===== src/ptrd_cfg.svh =====
// Purpose: Constants for the pulse train reference decoder
// Assumes: 50 MHz mclk, all inputs synchronous to mclk
// Notes: Timing counts are derived from times in ns
`ifndef PTRD_CFG_SVH
`define PTRD_CFG_SVH

// ************************************************************
// Clock and filter timing
// ************************************************************
`define PTRD_CLK_NS 20
// Minimum stable time per filter setting, half period of max rate
`define PTRD_FLT0_NS 120
`define PTRD_FLT1_NS 760
`define PTRD_FLT2_NS 3300
// Cycles, rounded down, at least one
`define PTRD_FLT0_CYC ((`PTRD_FLT0_NS / `PTRD_CLK_NS) > 0 ? (`PTRD_FLT0_NS / `PTRD_CLK_NS) : 1)
`define PTRD_FLT1_CYC (`PTRD_FLT1_NS / `PTRD_CLK_NS)
`define PTRD_FLT2_CYC (`PTRD_FLT2_NS / `PTRD_CLK_NS)

// ************************************************************
// Parameter codes
// ************************************************************
`define PTRD_MODE_SPEED 4'h0
`define PTRD_MODE_POSITION 4'h1
`define PTRD_THRESH_DEFAULT 7'h0a
`define PTRD_THRESH_MAX 7'h64
`define PTRD_FILT_4M 2'h0
`define PTRD_FILT_650K 2'h1
`define PTRD_FILT_150K 2'h2
`define PTRD_FORM_STEPDIR 3'h0
`define PTRD_FORM_FWDREV 3'h1
`define PTRD_FORM_QX1 3'h2
`define PTRD_FORM_QX2 3'h3
`define PTRD_FORM_QX4 3'h4
`define PTRD_INV_DIR_BIT 0
`define PTRD_INV_STEP_BIT 1

`endif


===== src/ptrd_pkg.sv =====
// Purpose: Types for the pulse train reference decoder
// Assumes: Used with ptrd_cfg.svh
// Notes: Holds types only
`default_nettype none
package ptrd_pkg;
    // Pulse decoding forms
    typedef logic [2:0] ptrd_form_t;
    // Count step result
    typedef enum logic [1:0] {
        PTRD_HOLD,
        PTRD_FWD,
        PTRD_REV
    } ptrd_step_e;
endpackage
`default_nettype wire


===== src/ptrd_decoder.sv =====
// Purpose: Position reference pulse decoder and coincidence output
// Assumes: Speeds given as signed rpm, synchronous to mclk
// Notes: Host rate limits are not checked; too fast inputs lose counts
`timescale 1ns/1ps
`default_nettype none
`include "ptrd_cfg.svh"
module ptrd_decoder
    import ptrd_pkg::*;
#(
    parameter int POS_W = 32,
    parameter int SPD_W = 16
) (
    input wire logic mclk,
    input wire logic resetn,
    input wire logic step_in, // Step / phase A / forward line
    input wire logic dir_in, // Direction / phase B / reverse line
    input wire logic [3:0] control_mode_select,
    input wire logic [2:0] pulse_form_digit,
    input wire logic [1:0] line_invert_digit,
    input wire logic [1:0] filter_select_digit,
    input wire logic [6:0] match_threshold,
    input wire logic signed [SPD_W-1:0] speed_cmd,
    input wire logic signed [SPD_W-1:0] speed_act,
    input wire logic position_done, // From position loop, high when done
    output logic [POS_W-1:0] pos_ref, // Accumulated reference
    output logic step_pulse, // One cycle per counted unit
    output logic step_fwd, // Direction of step_pulse
    output logic speed_match_n // Shared coincidence pin, low active
);
    // ************************************************************
    // Filter selection
    // ************************************************************
    localparam int FCW = 8;
    logic [FCW-1:0] stable_cycles; // Stable samples needed
    logic step_f; // Filtered step line
    logic dir_f; // Filtered direction line

    // Bandwidth picks the stable time
    always_comb begin
        case (filter_select_digit)
            `PTRD_FILT_650K: stable_cycles = FCW'(`PTRD_FLT1_CYC);
            `PTRD_FILT_150K: stable_cycles = FCW'(`PTRD_FLT2_CYC);
            default: stable_cycles = FCW'(`PTRD_FLT0_CYC);
        endcase
    end

    // Both lines synchronised then filtered
    ptrd_line_filter #(.CW(FCW)) u_flt_step (
        .mclk(mclk),
        .resetn(resetn),
        .line_in(step_in),
        .stable_cycles(stable_cycles),
        .line_out(step_f)
    );
    ptrd_line_filter #(.CW(FCW)) u_flt_dir (
        .mclk(mclk),
        .resetn(resetn),
        .line_in(dir_in),
        .stable_cycles(stable_cycles),
        .line_out(dir_f)
    );

    // ************************************************************
    // Inversion and edge detection
    // ************************************************************
    logic a_ln; // Step line after inversion
    logic b_ln; // Direction line after inversion
    logic a_prev_reg; // Previous step line
    logic b_prev_reg; // Previous direction line
    assign a_ln = step_f ^ line_invert_digit[`PTRD_INV_STEP_BIT];
    assign b_ln = dir_f ^ line_invert_digit[`PTRD_INV_DIR_BIT];

    // Delayed copies for edges
    always_ff @(posedge mclk or negedge resetn) begin
        if (!resetn) begin
            a_prev_reg <= 1'b0;
            b_prev_reg <= 1'b0;
        end else begin
            a_prev_reg <= a_ln;
            b_prev_reg <= b_ln;
        end
    end

    logic a_rise; // Rising edge on step line
    logic b_rise; // Rising edge on direction line
    logic a_chg; // Any edge on phase A
    logic b_chg; // Any edge on phase B
    assign a_rise = a_ln & ~a_prev_reg;
    assign b_rise = b_ln & ~b_prev_reg;
    assign a_chg = a_ln ^ a_prev_reg;
    assign b_chg = b_ln ^ b_prev_reg;

    // ************************************************************
    // Pulse form decoding
    // ************************************************************
    // Quadrature direction: B leads A is forward
    function automatic ptrd_step_e quad_dir(input logic a, input logic b, input logic a_edge);
        // On an A edge, B leads when B already sits at the new A level
        if (a_edge) begin
            quad_dir = (a == b) ? PTRD_FWD : PTRD_REV;
        end else begin
            // On a B edge, B leads when it has just left the A level
            quad_dir = (a != b) ? PTRD_FWD : PTRD_REV;
        end
    endfunction

    ptrd_step_e step_next; // Decoded event this cycle
    logic pos_mode; // Position control active

    assign pos_mode = (control_mode_select == `PTRD_MODE_POSITION);

    // Decode per form
    always_comb begin
        step_next = PTRD_HOLD;
        if (pos_mode) begin
            case (pulse_form_digit)
                `PTRD_FORM_STEPDIR: begin
                    // One unit per step, direction high is forward
                    if (a_rise) begin
                        step_next = b_ln ? PTRD_FWD : PTRD_REV;
                    end
                end
                `PTRD_FORM_FWDREV: begin
                    // Step line forward, direction line reverse
                    if (a_rise && !b_rise) begin
                        step_next = PTRD_FWD;
                    end else if (b_rise && !a_rise) begin
                        step_next = PTRD_REV;
                    end
                end
                `PTRD_FORM_QX1: begin
                    // One edge per cycle: A edge while B low
                    if (a_chg && !b_ln) begin
                        step_next = quad_dir(a_ln, b_ln, 1'b1);
                    end
                end
                `PTRD_FORM_QX2: begin
                    // Both edges of A
                    if (a_chg) begin
                        step_next = quad_dir(a_ln, b_ln, 1'b1);
                    end
                end
                `PTRD_FORM_QX4: begin
                    // Every edge of either phase while the other phase holds
                    if (a_chg && !b_chg) begin
                        step_next = quad_dir(a_ln, b_ln, 1'b1);
                    end else if (b_chg && !a_chg) begin
                        step_next = quad_dir(a_ln, b_ln, 1'b0);
                    end
                end
                default: step_next = PTRD_HOLD; // Unknown form ignored
            endcase
        end
    end

    // ************************************************************
    // Position accumulator
    // ************************************************************
    // Counts one unit per decoded event
    always_ff @(posedge mclk or negedge resetn) begin
        if (!resetn) begin
            pos_ref <= '0;
            step_pulse <= 1'b0;
            step_fwd <= 1'b0;
        end else begin
            step_pulse <= (step_next != PTRD_HOLD);
            step_fwd <= (step_next == PTRD_FWD);
            if (step_next == PTRD_FWD) begin
                pos_ref <= pos_ref + 1'b1;
            end else if (step_next == PTRD_REV) begin
                pos_ref <= pos_ref - 1'b1;
            end
        end
    end

    // ************************************************************
    // Coincidence output
    // ************************************************************
    logic signed [SPD_W:0] spd_diff; // Signed speed error
    logic [SPD_W:0] spd_abs; // Magnitude of error
    logic [6:0] thresh_eff; // Threshold clamped to range
    assign spd_diff = (SPD_W+1)'(speed_cmd) - (SPD_W+1)'(speed_act);
    assign spd_abs = spd_diff[SPD_W] ? (SPD_W+1)'(-spd_diff) : spd_diff;
    assign thresh_eff = (match_threshold > `PTRD_THRESH_MAX) ? `PTRD_THRESH_MAX : match_threshold;

    // Threshold used live, no latching source per mode
    always_ff @(posedge mclk or negedge resetn) begin
        if (!resetn) begin
            speed_match_n <= 1'b1;
        end else if (pos_mode) begin
            speed_match_n <= ~position_done;
        end else begin
            speed_match_n <= ~(spd_abs < (SPD_W+1)'(thresh_eff));
        end
    end

    // ************************************************************
    // Checks
    // ************************************************************
    chk_mode_gate: assert property (@(posedge mclk) disable iff (!resetn)
        !pos_mode |=> !step_pulse)
        else $error("count outside position mode");
    chk_speed_match: assert property (@(posedge mclk) disable iff (!resetn)
        (!pos_mode && spd_abs < (SPD_W+1)'(thresh_eff)) |=> !speed_match_n)
        else $error("speed match not asserted");
    chk_speed_miss: assert property (@(posedge mclk) disable iff (!resetn)
        (!pos_mode && spd_abs >= (SPD_W+1)'(thresh_eff)) |=> speed_match_n)
        else $error("speed match wrongly asserted");
    chk_pos_done: assert property (@(posedge mclk) disable iff (!resetn)
        pos_mode |=> (speed_match_n == !$past(position_done)))
        else $error("position done not routed");
    chk_step_fwd: assert property (@(posedge mclk) disable iff (!resetn)
        (pos_mode && pulse_form_digit == `PTRD_FORM_STEPDIR && a_rise) |=> step_pulse && step_fwd == $past(b_ln))
        else $error("step direction wrong");
    chk_fwdrev_count: assert property (@(posedge mclk) disable iff (!resetn)
        (pos_mode && pulse_form_digit == `PTRD_FORM_FWDREV && b_rise && !a_rise) |=> step_pulse && !step_fwd)
        else $error("reverse pulse not counted");
    chk_quad_x4: assert property (@(posedge mclk) disable iff (!resetn)
        (pos_mode && pulse_form_digit == `PTRD_FORM_QX4 && (a_chg ^ b_chg)) |=> step_pulse)
        else $error("x4 edge missed");
    chk_quad_dir: assert property (@(posedge mclk) disable iff (!resetn)
        (pos_mode && pulse_form_digit == `PTRD_FORM_QX2 && a_chg) |=> step_fwd == ($past(a_ln) == $past(b_ln)))
        else $error("quadrature direction wrong");
    chk_pos_track: assert property (@(posedge mclk) disable iff (!resetn)
        step_pulse |-> pos_ref == $past(pos_ref) + (step_fwd ? 1 : -1))
        else $error("position not updated");
endmodule // ptrd_decoder
`default_nettype wire


===== src/ptrd_line_filter.sv =====
// Purpose: Synchronise and deglitch one reference line
// Assumes: Input synchronous enough for a two-stage sampler
// Notes: Output changes only after a stable run of samples
`timescale 1ns/1ps
`default_nettype none
`include "ptrd_cfg.svh"
module ptrd_line_filter #(
    parameter int CW = 8
) (
    input wire logic mclk,
    input wire logic resetn,
    input wire logic line_in,
    input wire logic [CW-1:0] stable_cycles,
    output logic line_out
);
    // ************************************************************
    // Synchroniser
    // ************************************************************
    logic sync1_reg; // First stage, read only by second stage
    logic sync2_reg; // Second stage
    logic [CW-1:0] run_reg; // Cycles of disagreement seen

    // Two flip-flop sampler
    always_ff @(posedge mclk or negedge resetn) begin
        if (!resetn) begin
            sync1_reg <= 1'b0;
            sync2_reg <= 1'b0;
        end else begin
            sync1_reg <= line_in;
            sync2_reg <= sync1_reg;
        end
    end

    // ************************************************************
    // Stability filter
    // ************************************************************
    // A change is accepted after it held for stable_cycles samples
    always_ff @(posedge mclk or negedge resetn) begin
        if (!resetn) begin
            run_reg <= '0;
            line_out <= 1'b0;
        end else if (sync2_reg == line_out) begin
            // Agreement resets the run
            run_reg <= '0;
        end else if (run_reg + 1'b1 >= stable_cycles) begin
            // Long enough: take it
            line_out <= sync2_reg;
            run_reg <= '0;
        end else begin
            run_reg <= run_reg + 1'b1;
        end
    end
endmodule // ptrd_line_filter
`default_nettype wire


===== config.mk =====
export PLATFORM = sky130hd
export DESIGN_NAME = ptrd_decoder
export DESIGN_NICKNAME = d
export VERILOG_FILES = /design/src/ptrd_pkg.sv /design/src/ptrd_decoder.sv /design/src/ptrd_line_filter.sv
export VERILOG_INCLUDE_DIRS = /design/src
export SDC_FILE = /design/constraint.sdc
export NUM_CORES = 1
export LEC_CHECK = 0
export ABC_CLOCK_PERIOD_IN_PS = 5300
export BUFFER_PORTS_ARGS = -buffer_cell sky130_fd_sc_hd__buf_4
export CORE_ASPECT_RATIO = 1.25
export CORE_MARGIN = 10
export CORE_UTILIZATION = 40
export CTS_BUF_LIST = sky130_fd_sc_hd__clkbuf_8
export CTS_CLUSTER_SIZE = 24
export DETAILED_ROUTE_END_ITERATION = 7
export PLACE_DENSITY = 0.57
export SETUP_SLACK_MARGIN = 0.15
export SLEW_MARGIN = 20
export SYNTH_ARGS = -nofsm -noshare
export SYNTH_HDL_FRONTEND = slang
export SYNTH_HIERARCHICAL = 1
export SYNTH_SLANG_ARGS = --single-unit

===== constraint.sdc =====
create_clock -name mclk -period 5.3 [get_ports mclk]
set_input_delay 0.795 -clock mclk [delete_from_list [all_inputs] [get_ports mclk]]
set_output_delay 0.795 -clock mclk [all_outputs]
set_load 0.02 [all_outputs]

==> impl_metrics.py, run 1 <==
metrics = {
    "global_route": {
        "grt_pass1_vias": 5176,
        "grt_start_max_net_pins": 60,
        "grt_pass1_wl_microns": 24140,
        "track_usage_pct": 14.33,
        "antenna_found_initial": 0,
        "grt-ovfl-total": 0,
    },
    "drt": {
        "drc": 0,
        "drt_pre_antenna_iters": 4,
        "totalWireLength_microns": 14450,
        "vias": 5155,
        "detail-route-antenna-nets": 0,
        "viasPerCell": 5.370,
        "wire_per_inst_microns": 15.05,
        "drt_iter0_markers": 230,
    },
    "floorplan": {
        "row_count": 49,
        "io_pins": 90,
        "core_area_sq_um": 14410,
        "die_area_sq_um": 19990,
        "start_util_pct": 40.83,
        "chipWidth_microns": 128.5,
        "dieHeight_microns": 155.6,
    },
    "yosys": {
        "synth_top_family_by_area": "compound AO/OA/AOI/OAI gates",
        "synthXorXnorAreaFrac_pct": 7.741,
        "synth_top_area_share_pct": 24.67,
        "syn-instance-count": 676,
        "synth-edff-count": 0,
        "synth_ff_type": "dfrtp_1",
        "avgSynthCellArea_sq_um": 8.703,
        "netlist_area_sq_um": 5883,
        "yosysSeqAreaShare_pct": 25.12,
        "synth_compound_area_share_pct": 21.05,
        "synthMuxAreaShare_pct": 6.125,
        "yosysTopAreaCell": "dfrtp_1",
        "yosys.area_share.simple_pct": 18.10,
        "synthTopCellsByArea": "dfrtp_1, ha_1, xnor2_1",
        "synth_seq_cells": 59,
        "synth.distinct_cells": 73,
        "yosysWarnings": 6,
        "post_synth_fa_ha_maj_area_fraction_pct": 17.06,
        "synthArstFlopShare_pct": 100.0,
    },
    "final_layout": {
        "fin_area_sq_um": 7046,
        "areaGrowthSynthToFinish_pct": 19.76,
        "fin_nets": 911,
        "finalNonFillerCells": 960,
        "largest_reg_flops": 32,
        "drive_gt1_share_pct": 20.46,
        "nFillCells": 1373,
        "antenna_cells": 0,
    },
    "worst_setup_path": {
        "rr_worst_depth": 21,
        "path_delay_family": "compound AO/OA/AOI/OAI gates",
        "cp_slowest_cell": "ha_1",
        "path_cells": "buf_4, xnor2_1, inv_1, ha_1, nand3_1, a21oi_1, mux2i_1, a21o_1, inv_1, ha_1, inv_1, buf_4, ha_1, o21ai_0, or3_1, a31oi_1, nor3_2, o21a_1, o211ai_1, a21oi_1, or3_1, a31oi_1",
        "cp.arrival_ns": 4.98,
        "crit_fanout": 10,
        "cp-end-kind": "flip-flop",
        "cp-start-kind": "input pin",
        "required_ns": 5.57,
        "critPathMaxStageDelay_ns": 0.36,
        "r2r-start": "u_flt_dir/line_out$_DFFE_PN0P_",
        "rrSetupSlack_ns": 0.73,
        "critPathKind": "in -> reg",
        "crit_buf_inv": 5,
        "r2r_end": "pos_ref[28]$_DFFE_PN0P_",
    },
    "clock_tree": {
        "clk_pin_slew_ns": 0.07,
        "cts_made_buffers": 9,
        "htree_levels": 3,
        "clock_sinks": 59,
        "cts_setup_buffers": 0,
        "cts_tree": "done",
        "root_buffer": "clkbuf_8",
        "clock_latency_ns": 0.35,
        "clockBufferDepth": 2,
    },
    "timing": {
        "fin_setup_tns_ns": 0,
        "slew_headroom_pct": 47.75,
        "max_freq_mhz": 212.2,
        "hold_viol": 0,
        "setup-violations-final": 0,
        "rsz0062_at_grt": "false",
        "worst_pin_slew_ns": 0.7837,
        "final.min_clock_period_ns": 4.712,
        "slew_viol_final": 0,
        "clock_skew_ns": 0.01332,
        "finalCritPeriodShare_pct": 88.91,
    },
    "worst_hold_path": {
        "whs_path_depth": 0,
        "hold_path.class": "reg -> reg",
        "min_to": "u_flt_step/sync2_reg$_DFF_PN0_",
        "hp-start": "u_flt_step/sync1_reg$_DFF_PN0_",
    },
    "power": {
        "power_density_nw_per_um2": 517.0,
        "p_leak_uw": 0.003576,
        "finalPower_uw": 3642,
        "peakVddDrop_mv": 0.2594,
    },
    "place": {
        "numPortBuffers": 89,
        "dp_cells": 944,
        "gp_congestion": 0.8508,
        "post_dp_cell_area_sq_um": 6799,
        "place_hpwl_microns": 11550,
    },
    "status": {
        "status": "finished clean",
    },
    "run": {
        "max-cap-violations": 0,
    },
}
[what timing repair did]
action | in CTS | in global routing
endpoints found under the setup margin | 0 | 4
resized for setup | 0 | 4
hold buffers | 0 | 0
[where the power goes]
group          leakage, uW  internal (uW)  total (uW)  switching, uW
clock network     0.000117            288         476            188
logic              0.00268           1150        2460           1310
registers         0.000776            576         704            127
[through the flow]
step / worst slack (ns) / hold WS (ns) / utilization [%]
after CTS: 0.5070 / 0.3611 / 48.77
after floorplan: 0.2425 / 0.3312 / -
after global routing: 0.1514 / 0.3669 / 48.90
after detailed placement: 0.1506 / 0.3434 / 47.19
after global placement: 0.2868 / 0.3349 / 47.19
final: 0.5876 / 0.3571 / 48.90
[layer usage]
layer / vias up / GRT usage [%] / part of all wire [%]
met2: 77 / 25.64 / 51
met3: 7 / 2.618 / 3.6
met1: 2439 / 16.93 / 45
met4: 0 / 3.974 / 0.79
li1: 2632 / - / -
met5: - / 0 / 0
[cells in the final DEF, fill, tap and decap left out, types with 3 or more instances in the layout]
cell,instances
o2111ai_1,3
and3_1,11
and2_1,3
o21ai_0,27
nor2b_1,22
inv_1,60
dfrtp_1,58
a31oi_1,10
o211ai_1,3
xnor2_1,30
clkbuf_8,11
a211o_1,3
nor2_1,48
o21bai_1,5
nand3_1,19
a21oi_1,41
o31ai_1,7
mux2i_1,6
o21ai_1,5
nand2_1,43
mux2_2,22
nand4_1,7
o21a_1,12
nand2b_1,11
nor3_1,14
a211oi_1,8
nand3b_1,4
xor2_1,22
a21o_1,22
or3_1,6
ha_1,77
conb_1,8
buf_4,96
[synth_stat cells, types with 3 or more instances]
cell	n
o21ai_0	28
o31ai_1	7
o21bai_1	5
inv_1	59
o21ai_1	4
ha_1	77
and2_1	3
or3_1	6
a21o_1	22
nor2b_1	22
nor2_1	48
clkbuf_1	8
mux2_2	22
nand2b_1	11
a211o_1	3
o211ai_1	3
nand2_1	43
mux2i_1	6
o2111ai_1	3
a211oi_1	8
nand3_1	19
nand4_1	7
o21a_1	12
nand3b_1	4
a31oi_1	11
xnor2_1	30
dfrtp_1	58
xor2_1	22
nor3_1	15
and3_1	11
a21oi_1	41
[worst max-delay path by stage]
stage                                    start                 endpoint  slack (ns)  depth (start not counted)
after global routing      line_invert_digit[0]  pos_ref[31]$_DFFE_PN0P_        0.15                         23
after floorplan           line_invert_digit[0]  pos_ref[22]$_DFFE_PN0P_        0.24                         20
final                     line_invert_digit[0]  pos_ref[28]$_DFFE_PN0P_        0.59                         22
after global placement    line_invert_digit[0]  pos_ref[31]$_DFFE_PN0P_        0.29                         22
after CTS                 line_invert_digit[0]  pos_ref[29]$_DFFE_PN0P_        0.51                         22
after detailed placement  line_invert_digit[0]  pos_ref[29]$_DFFE_PN0P_        0.15                         22
[cells by family (layout without fill, tap and decap cells)]
group | count (synthesis) | count (layout)
xor gates and xnor gates | 52 | 52
AOI/OAI and AO/OA | 175 | 175
and+or+nand+nor | 205 | 205
adders and majority gates | 79 | 79
muxes | 32 | 32
DFF | 59 | 59
buffers and inverters | 72 | 172
other | 2 | 8
[final cells by class]
cell class,instances,area [sq um],area share [%]
Clock buffer,11,151.4,2.149
Timing Repair Buffer,96,720.7,10.23
Clock inverter,5,76.32,1.083
Multi-Input combinational cell,551,4172,59.21
Inverter,60,225.2,3.197
Tap cell,178,222.7,3.161
Sequential cell,59,1478,20.97
No activity file was read; power rests on OpenSTA's default activity.
==> run 2: changes to the inputs <==
--- a/config.mk
+++ b/config.mk
@@ -8,14 +8,17 @@
 export LEC_CHECK = 0
 export ABC_CLOCK_PERIOD_IN_PS = 5300
 export BUFFER_PORTS_ARGS = -buffer_cell sky130_fd_sc_hd__buf_4
+export CELL_PAD_IN_SITES_DETAIL_PLACEMENT = 1
+export CELL_PAD_IN_SITES_GLOBAL_PLACEMENT = 1
 export CORE_ASPECT_RATIO = 1.25
 export CORE_MARGIN = 10
 export CORE_UTILIZATION = 40
 export CTS_BUF_LIST = sky130_fd_sc_hd__clkbuf_8
 export CTS_CLUSTER_SIZE = 24
 export DETAILED_ROUTE_END_ITERATION = 7
-export PLACE_DENSITY = 0.57
+export PLACE_DENSITY = 0.72
 export SETUP_SLACK_MARGIN = 0.15
+export SKIP_CTS_REPAIR_TIMING = 1
 export SLEW_MARGIN = 20
 export SYNTH_ARGS = -nofsm -noshare
 export SYNTH_HDL_FRONTEND = slang
==> constraint.sdc (replaced) <==
create_clock -name mclk -period 5.3 [get_ports mclk]
set_input_delay 0.53 -clock mclk [delete_from_list [all_inputs] [get_ports mclk]]
set_output_delay 0.53 -clock mclk [all_outputs]
set_load 0.02 [all_outputs]
==> run 2 against run 1 <==
  * Critical path depth is the same
  * Sequential power is essentially flat
  * Sequential share of layout area shrank 0.17 points
  * Setup slack lost 0.10 ns
  * Global-route usage grew 2.5 points
  * Clock skew shrank 0.0042 ns
  * Fmax shrank 2.1%
  * Register-to-register slack lost 0.24 ns
==> impl_metrics.py, run 2 (synthesized netlist as in run 1, its figures left out) <==
metrics = {
    "final_layout": {
        "final_common_cell": "buf_4",
        "largest_reg_flops": 32,
        "fin_nets": 915,
        "antenna_cells": 0,
        "drive_gt1_share_pct": 21.25,
        "final_cell_mix": "buf_4, ha_1, inv_1",
        "finalNonFillerCells": 964,
        "areaGrowthSynthToFinish_pct": 20.71,
    },
    "drt": {
        "vias": 5401,
        "highest-signal-layer": "met4",
        "totalWireLength_microns": 16980,
        "viasPerCell": 5.603,
        "wl_met2_microns": 8879,
        "drt_iter0_markers": 185,
        "drc": 0,
        "detail-route-antenna-nets": 0,
        "wl_met1_microns": 7258,
        "dr_wl_met3_microns": 566,
        "drt_pre_antenna_iters": 4,
        "wire_per_inst_microns": 17.62,
    },
    "global_route": {
        "grt_start_max_net_pins": 60,
        "grt_pass1_wl_microns": 27950,
        "antenna_found_initial": 0,
        "track_usage_pct": 16.83,
        "grt-ovfl-total": 0,
        "grt_pass1_vias": 5733,
    },
    "floorplan": {
        "core_area_sq_um": 14410,
        "dieHeight_microns": 155.6,
        "chipWidth_microns": 128.5,
        "row_count": 49,
        "die_area_sq_um": 19990,
        "io_pins": 90,
        "start_util_pct": 40.83,
    },
    "worst_hold_path": {
        "hold_path.class": "in -> async",
    },
    "power": {
        "peakVddDrop_mv": 0.2988,
        "p_leak_uw": 0.003605,
        "power_density_nw_per_um2": 530.0,
    },
    "clock_tree": {
        "clock_latency_ns": 0.37,
        "clock_sinks": 59,
        "cts_made_buffers": 9,
        "cts_tree": "done",
        "root_buffer": "clkbuf_8",
        "clockBufferDepth": 2,
        "htree_levels": 3,
        "clk_pin_slew_ns": 0.07,
    },
    "run": {
        "max-cap-violations": 0,
    },
    "place": {
        "place_hpwl_microns": 13380,
        "gp_congestion": 0.8401,
        "numPortBuffers": 89,
        "post-place-ws_ns": 0.1707,
        "dp_cells": 944,
    },
    "timing": {
        "slew_headroom_pct": 45.80,
        "slew_viol_final": 0,
        "clock_skew_ns": 0.009070,
        "final.min_clock_period_ns": 4.814,
        "finalCritPeriodShare_pct": 90.84,
        "worst_slack_ns": 0.4855,
        "hold_viol": 0,
        "worst_pin_slew_ns": 0.8130,
        "fin_setup_tns_ns": 0,
        "setup-violations-final": 0,
        "rsz0062_at_grt": "false",
        "max_freq_mhz": 207.7,
    },
    "worst_setup_path": {
        "path_cells": "xnor2_2, inv_1, ha_1, nand3_1, a21oi_1, mux2i_1, a21o_1, inv_1, ha_1, clkinvlp_4, buf_4, ha_1, a21oi_1, nor2b_1, o21ai_0, a21oi_1, nor3_1, o21ai_1, a41o_1, a21oi_1, xnor2_1, mux2_2",
        "cp.arrival_ns": 5.06,
        "cp-start-kind": "flip-flop",
        "critPathKind": "reg -> reg",
        "cp_slowest_cell": "nor3_1",
        "cp-end-kind": "flip-flop",
        "critPathMaxStageDelay_ns": 0.48,
        "crit_fanout": 6,
        "required_ns": 5.55,
        "cp_common_cell": "a21oi_1",
    },
    "status": {
        "status": "finished clean",
    },
}
[run 2: cell count changes in the layout (fill, tap and decap cells not counted), sizes merged]
cell / previous run / this run
clkinv: 2 / 3
clkbuf: 11 / 10
bufinv: 2 / 3
buf: 96 / 100
inv: 60 / 59
[run 2: layout make-up]
type	count	area, sq um
clock buffers	10	137.6
clock inverters	6	103.9
fillers	1760	7306
inverters	60	229.0
multi-input cells	551	4180
flip-flops and latches	59	1478
well taps	178	222.7
repair buffers	100	750.7
[run 2: worst max-delay path: cells and delay by family (launching register included)]
family                   cells  cell delay, ns
AO/OA/AOI/OAI                8            1.56
adder cells (fa/ha/maj)      3            0.88
AND/OR/NAND/NOR              3            0.62
buffers and inverters        4            0.52
flip-flops                   1            0.44
multiplexers                 2            0.38
XOR/XNOR                     2            0.28
[run 2: per-stage QoR]
stage / total power (uW) / hold slack [ns] / util (%) / area, sq um
global route: 4099 / 0.2542 / 49.29 / 7102
global placement: 3103 / 0.3346 / 47.19 / 6799
finish: 3764 / 0.2580 / 49.29 / 7102
CTS: 3753 / 0.2485 / 48.87 / 7041
floorplan: 2522 / 0.2344 / - / 5906
detailed placement: 3186 / 0.3372 / 47.19 / 6799
[run 2: final timing paths]
| path | startpoint | to | slack [ns] | cells past startpoint |
|---|---|---|---|---|
| max | u_flt_dir/line_out$_DFFE_PN0P_ | pos_ref[22]$_DFFE_PN0P_ | 0.49 | 22 |
| min | resetn | pos_ref[9]$_DFFE_PN0P_ | 0.26 | 1 |
| max reg2reg | u_flt_dir/line_out$_DFFE_PN0P_ | pos_ref[22]$_DFFE_PN0P_ | 0.49 | 22 |
| min reg2reg | u_flt_dir/sync1_reg$_DFF_PN0_ | u_flt_dir/sync2_reg$_DFF_PN0_ | 0.35 | 0 |
| max in group asynchronous | resetn | u_flt_dir/line_out$_DFFE_PN0P_ | 4.51 | 1 |
| min in group mclk | dir_in | u_flt_dir/sync1_reg$_DFF_PN0_ | 0.27 | 1 |
[run 2: power by group]
part           switching (uW)  internal [uW]
Sequential                129            576
Combinational            1380           1150
Clock                     201            322
Total                    1710           2050
[run 2: per-layer routing]
metal  GRT usage (%)  vias up
met5               0        -
met4           5.532        0
met3           3.434       21
met2           30.44       81
met1           19.05     2669
li1                -     2630
==> run 3: changes to the inputs <==
--- a/config.mk
+++ b/config.mk
@@ -7,7 +7,7 @@
 export NUM_CORES = 1
 export LEC_CHECK = 0
 export ABC_CLOCK_PERIOD_IN_PS = 5300
-export BUFFER_PORTS_ARGS = -buffer_cell sky130_fd_sc_hd__buf_4
+export BUFFER_PORTS_ARGS = -buffer_cell sky130_fd_sc_hd__buf_2
 export CELL_PAD_IN_SITES_DETAIL_PLACEMENT = 1
 export CELL_PAD_IN_SITES_GLOBAL_PLACEMENT = 1
 export CORE_ASPECT_RATIO = 1.25
==> run 3 against run 2 <==
  * First-iteration DRC count rose by 24%
  * Global-route usage fell by 0.47 points
  * Utilization fell by 1.9 points
  * Flip-flop and latch count did not move
  * Highest routed layer unchanged
  * Via count fell by 1.3%
  * Routed wire length fell by 5.1%
  * Combinational power fell by 3%
  * Final cell count fell by 0.41%
==> impl_metrics.py, run 3 (synthesized netlist as in run 1, its figures left out) <==
metrics = {
    "timing": {
        "setup-violations-final": 0,
        "slew_headroom_pct": 46.77,
        "fin_setup_tns_ns": 0,
        "holdWs_ns": 0.2820,
        "final.min_clock_period_ns": 4.749,
        "max_freq_mhz": 210.6,
        "slew_viol_final": 0,
        "clock_skew_ns": 0.01792,
        "worst_pin_slew_ns": 0.7985,
        "finalCritPeriodShare_pct": 89.60,
        "hold_viol": 0,
        "rsz0062_at_grt": "false",
    },
    "worst_hold_path": {
        "hold_path.class": "in -> reg",
        "whs_path_depth": 1,
    },
    "final_layout": {
        "fin_nets": 912,
        "drive_gt1_share_pct": 20.97,
        "fin_area_sq_um": 6825,
        "antenna_cells": 0,
        "areaGrowthSynthToFinish_pct": 16.01,
        "final_cell_mix": "buf_2, ha_1, inv_1",
        "largest_reg_flops": 32,
        "final_common_cell": "buf_2",
    },
    "power": {
        "p_leak_uw": 0.003524,
        "seqPwrFrac_pct": 19.4,
        "power_density_nw_per_um2": 525.2,
        "peakVddDrop_mv": 0.2945,
        "p_int_uw": 1899,
        "p_sw_share_pct": 47.03,
        "pwr-share-clk_pct": 12.1,
        "netSwitchingPower_uw": 1686,
        "power_frac_comb_pct": 68.5,
    },
    "place": {
        "gp_congestion": 0.8625,
        "numPortBuffers": 89,
        "place_hpwl_microns": 12950,
        "post_dp_cell_area_sq_um": 6576,
    },
    "floorplan": {
        "chipWidth_microns": 128.5,
        "io_pins": 90,
        "core_area_sq_um": 14410,
        "row_count": 49,
        "die_area_sq_um": 19990,
        "start_util_pct": 40.83,
        "dieHeight_microns": 155.6,
    },
    "global_route": {
        "grt_start_max_net_pins": 60,
        "grt-ovfl-total": 0,
        "grt_pass1_vias": 5724,
        "antenna_found_initial": 0,
        "grt_pass1_wl_microns": 27470,
        "track_usage_pct": 16.36,
    },
    "clock_tree": {
        "cts_made_buffers": 9,
        "root_buffer": "clkbuf_8",
        "clockBufferDepth": 2,
        "clk_pin_slew_ns": 0.08,
        "cts_tree": "done",
        "clock_sinks": 59,
        "htree_levels": 3,
        "clock_latency_ns": 0.36,
    },
    "status": {
        "status": "finished clean",
    },
    "worst_setup_path": {
        "path_cells": "xnor2_2, inv_1, ha_1, nand3_1, a21oi_1, mux2i_1, a21o_1, inv_1, ha_2, clkinvlp_4, buf_8, ha_2, nand2_1, or3_1, a31oi_1, nor3_2, o21a_1, o211ai_1, a21oi_1, or3_1, a31oi_1",
        "cp-end-kind": "flip-flop",
        "rr_worst_depth": 21,
        "cp.arrival_ns": 5.03,
        "cp_slowest_cell": "dfrtp_1",
        "critPathKind": "reg -> reg",
        "crit_fanout": 12,
        "required_ns": 5.58,
        "cp-start-kind": "flip-flop",
        "critPathMaxStageDelay_ns": 0.44,
    },
    "run": {
        "max-cap-violations": 0,
    },
    "drt": {
        "viasPerCell": 5.555,
        "drt_iter0_markers": 230,
        "totalWireLength_microns": 16110,
        "vias": 5333,
        "detail-route-antenna-nets": 0,
        "drt_pre_antenna_iters": 4,
        "drc": 0,
        "wire_per_inst_microns": 16.78,
    },
}
==> run 3: final timing paths <==
kind	startpoint	to	slack (ns)
max in group asynchronous	resetn	u_flt_dir/run_reg[4]$_DFF_PN0_	4.42
hold / removal	step_in	u_flt_step/sync1_reg$_DFF_PN0_	0.28
hold reg to reg	u_flt_step/sync1_reg$_DFF_PN0_	u_flt_step/sync2_reg$_DFF_PN0_	0.35
min in group asynchronous	resetn	pos_ref[10]$_DFFE_PN0P_	0.34
setup reg to reg	u_flt_dir/line_out$_DFFE_PN0P_	pos_ref[28]$_DFFE_PN0P_	0.55
setup / recovery	u_flt_dir/line_out$_DFFE_PN0P_	pos_ref[28]$_DFFE_PN0P_	0.55
==> run 3: layer usage <==
layer	wire length, microns	track usage [%]
met1	6798	18.67
met3	608	3.808
met4	279	4.350
met2	8424	29.54
met5	0	0
==> run 3: cell type report <==
cell class / instances / area, sq um
clock buffers: 11 / 151.4
clock inverters: 4 / 42.54
fillers: 1753 / 7582
inverters: 60 / 229.0
multi-input cells: 551 / 4189
flip-flops and latches: 59 / 1478
well taps: 178 / 222.7
repair buffers: 97 / 513.0
==> run 3: worst max-delay path: cells and delay by family (launching register included) <==
kind	cells	cell delay, ns
adders and majority gates	3	0.89
and+or+nand+nor	5	1.01
DFF	1	0.44
buffers and inverters	4	0.62
muxes	1	0.10
AOI/OAI and AO/OA	7	1.39
xor gates and xnor gates	1	0.23
==> run 3: power by group through the flow <==
stage | Combinational, uW | Clock (uW) | Sequential (uW)
after floorplan | 1730 | 0 | 788
after global placement | 2320 | 0 | 700
after detailed placement | 2400 | 0 | 706
after CTS | 2430 | 449 | 698
after global routing | 2750 | 464 | 718
final | 2460 | 433 | 696
==> run 3: metrics by stage <==
step | setup slack, ns | std cells | power (uW) | utilization, %
floorplan | 0.5075 | 682 | 2522 | -
global placement | 0.3596 | 944 | 3020 | 45.64
detailed placement | 0.09212 | 944 | 3109 | 45.64
CTS | 0.2774 | 959 | 3581 | 46.99
global route | 0.1846 | 960 | 3936 | 47.37
finish | 0.5515 | 960 | 3584 | 47.37
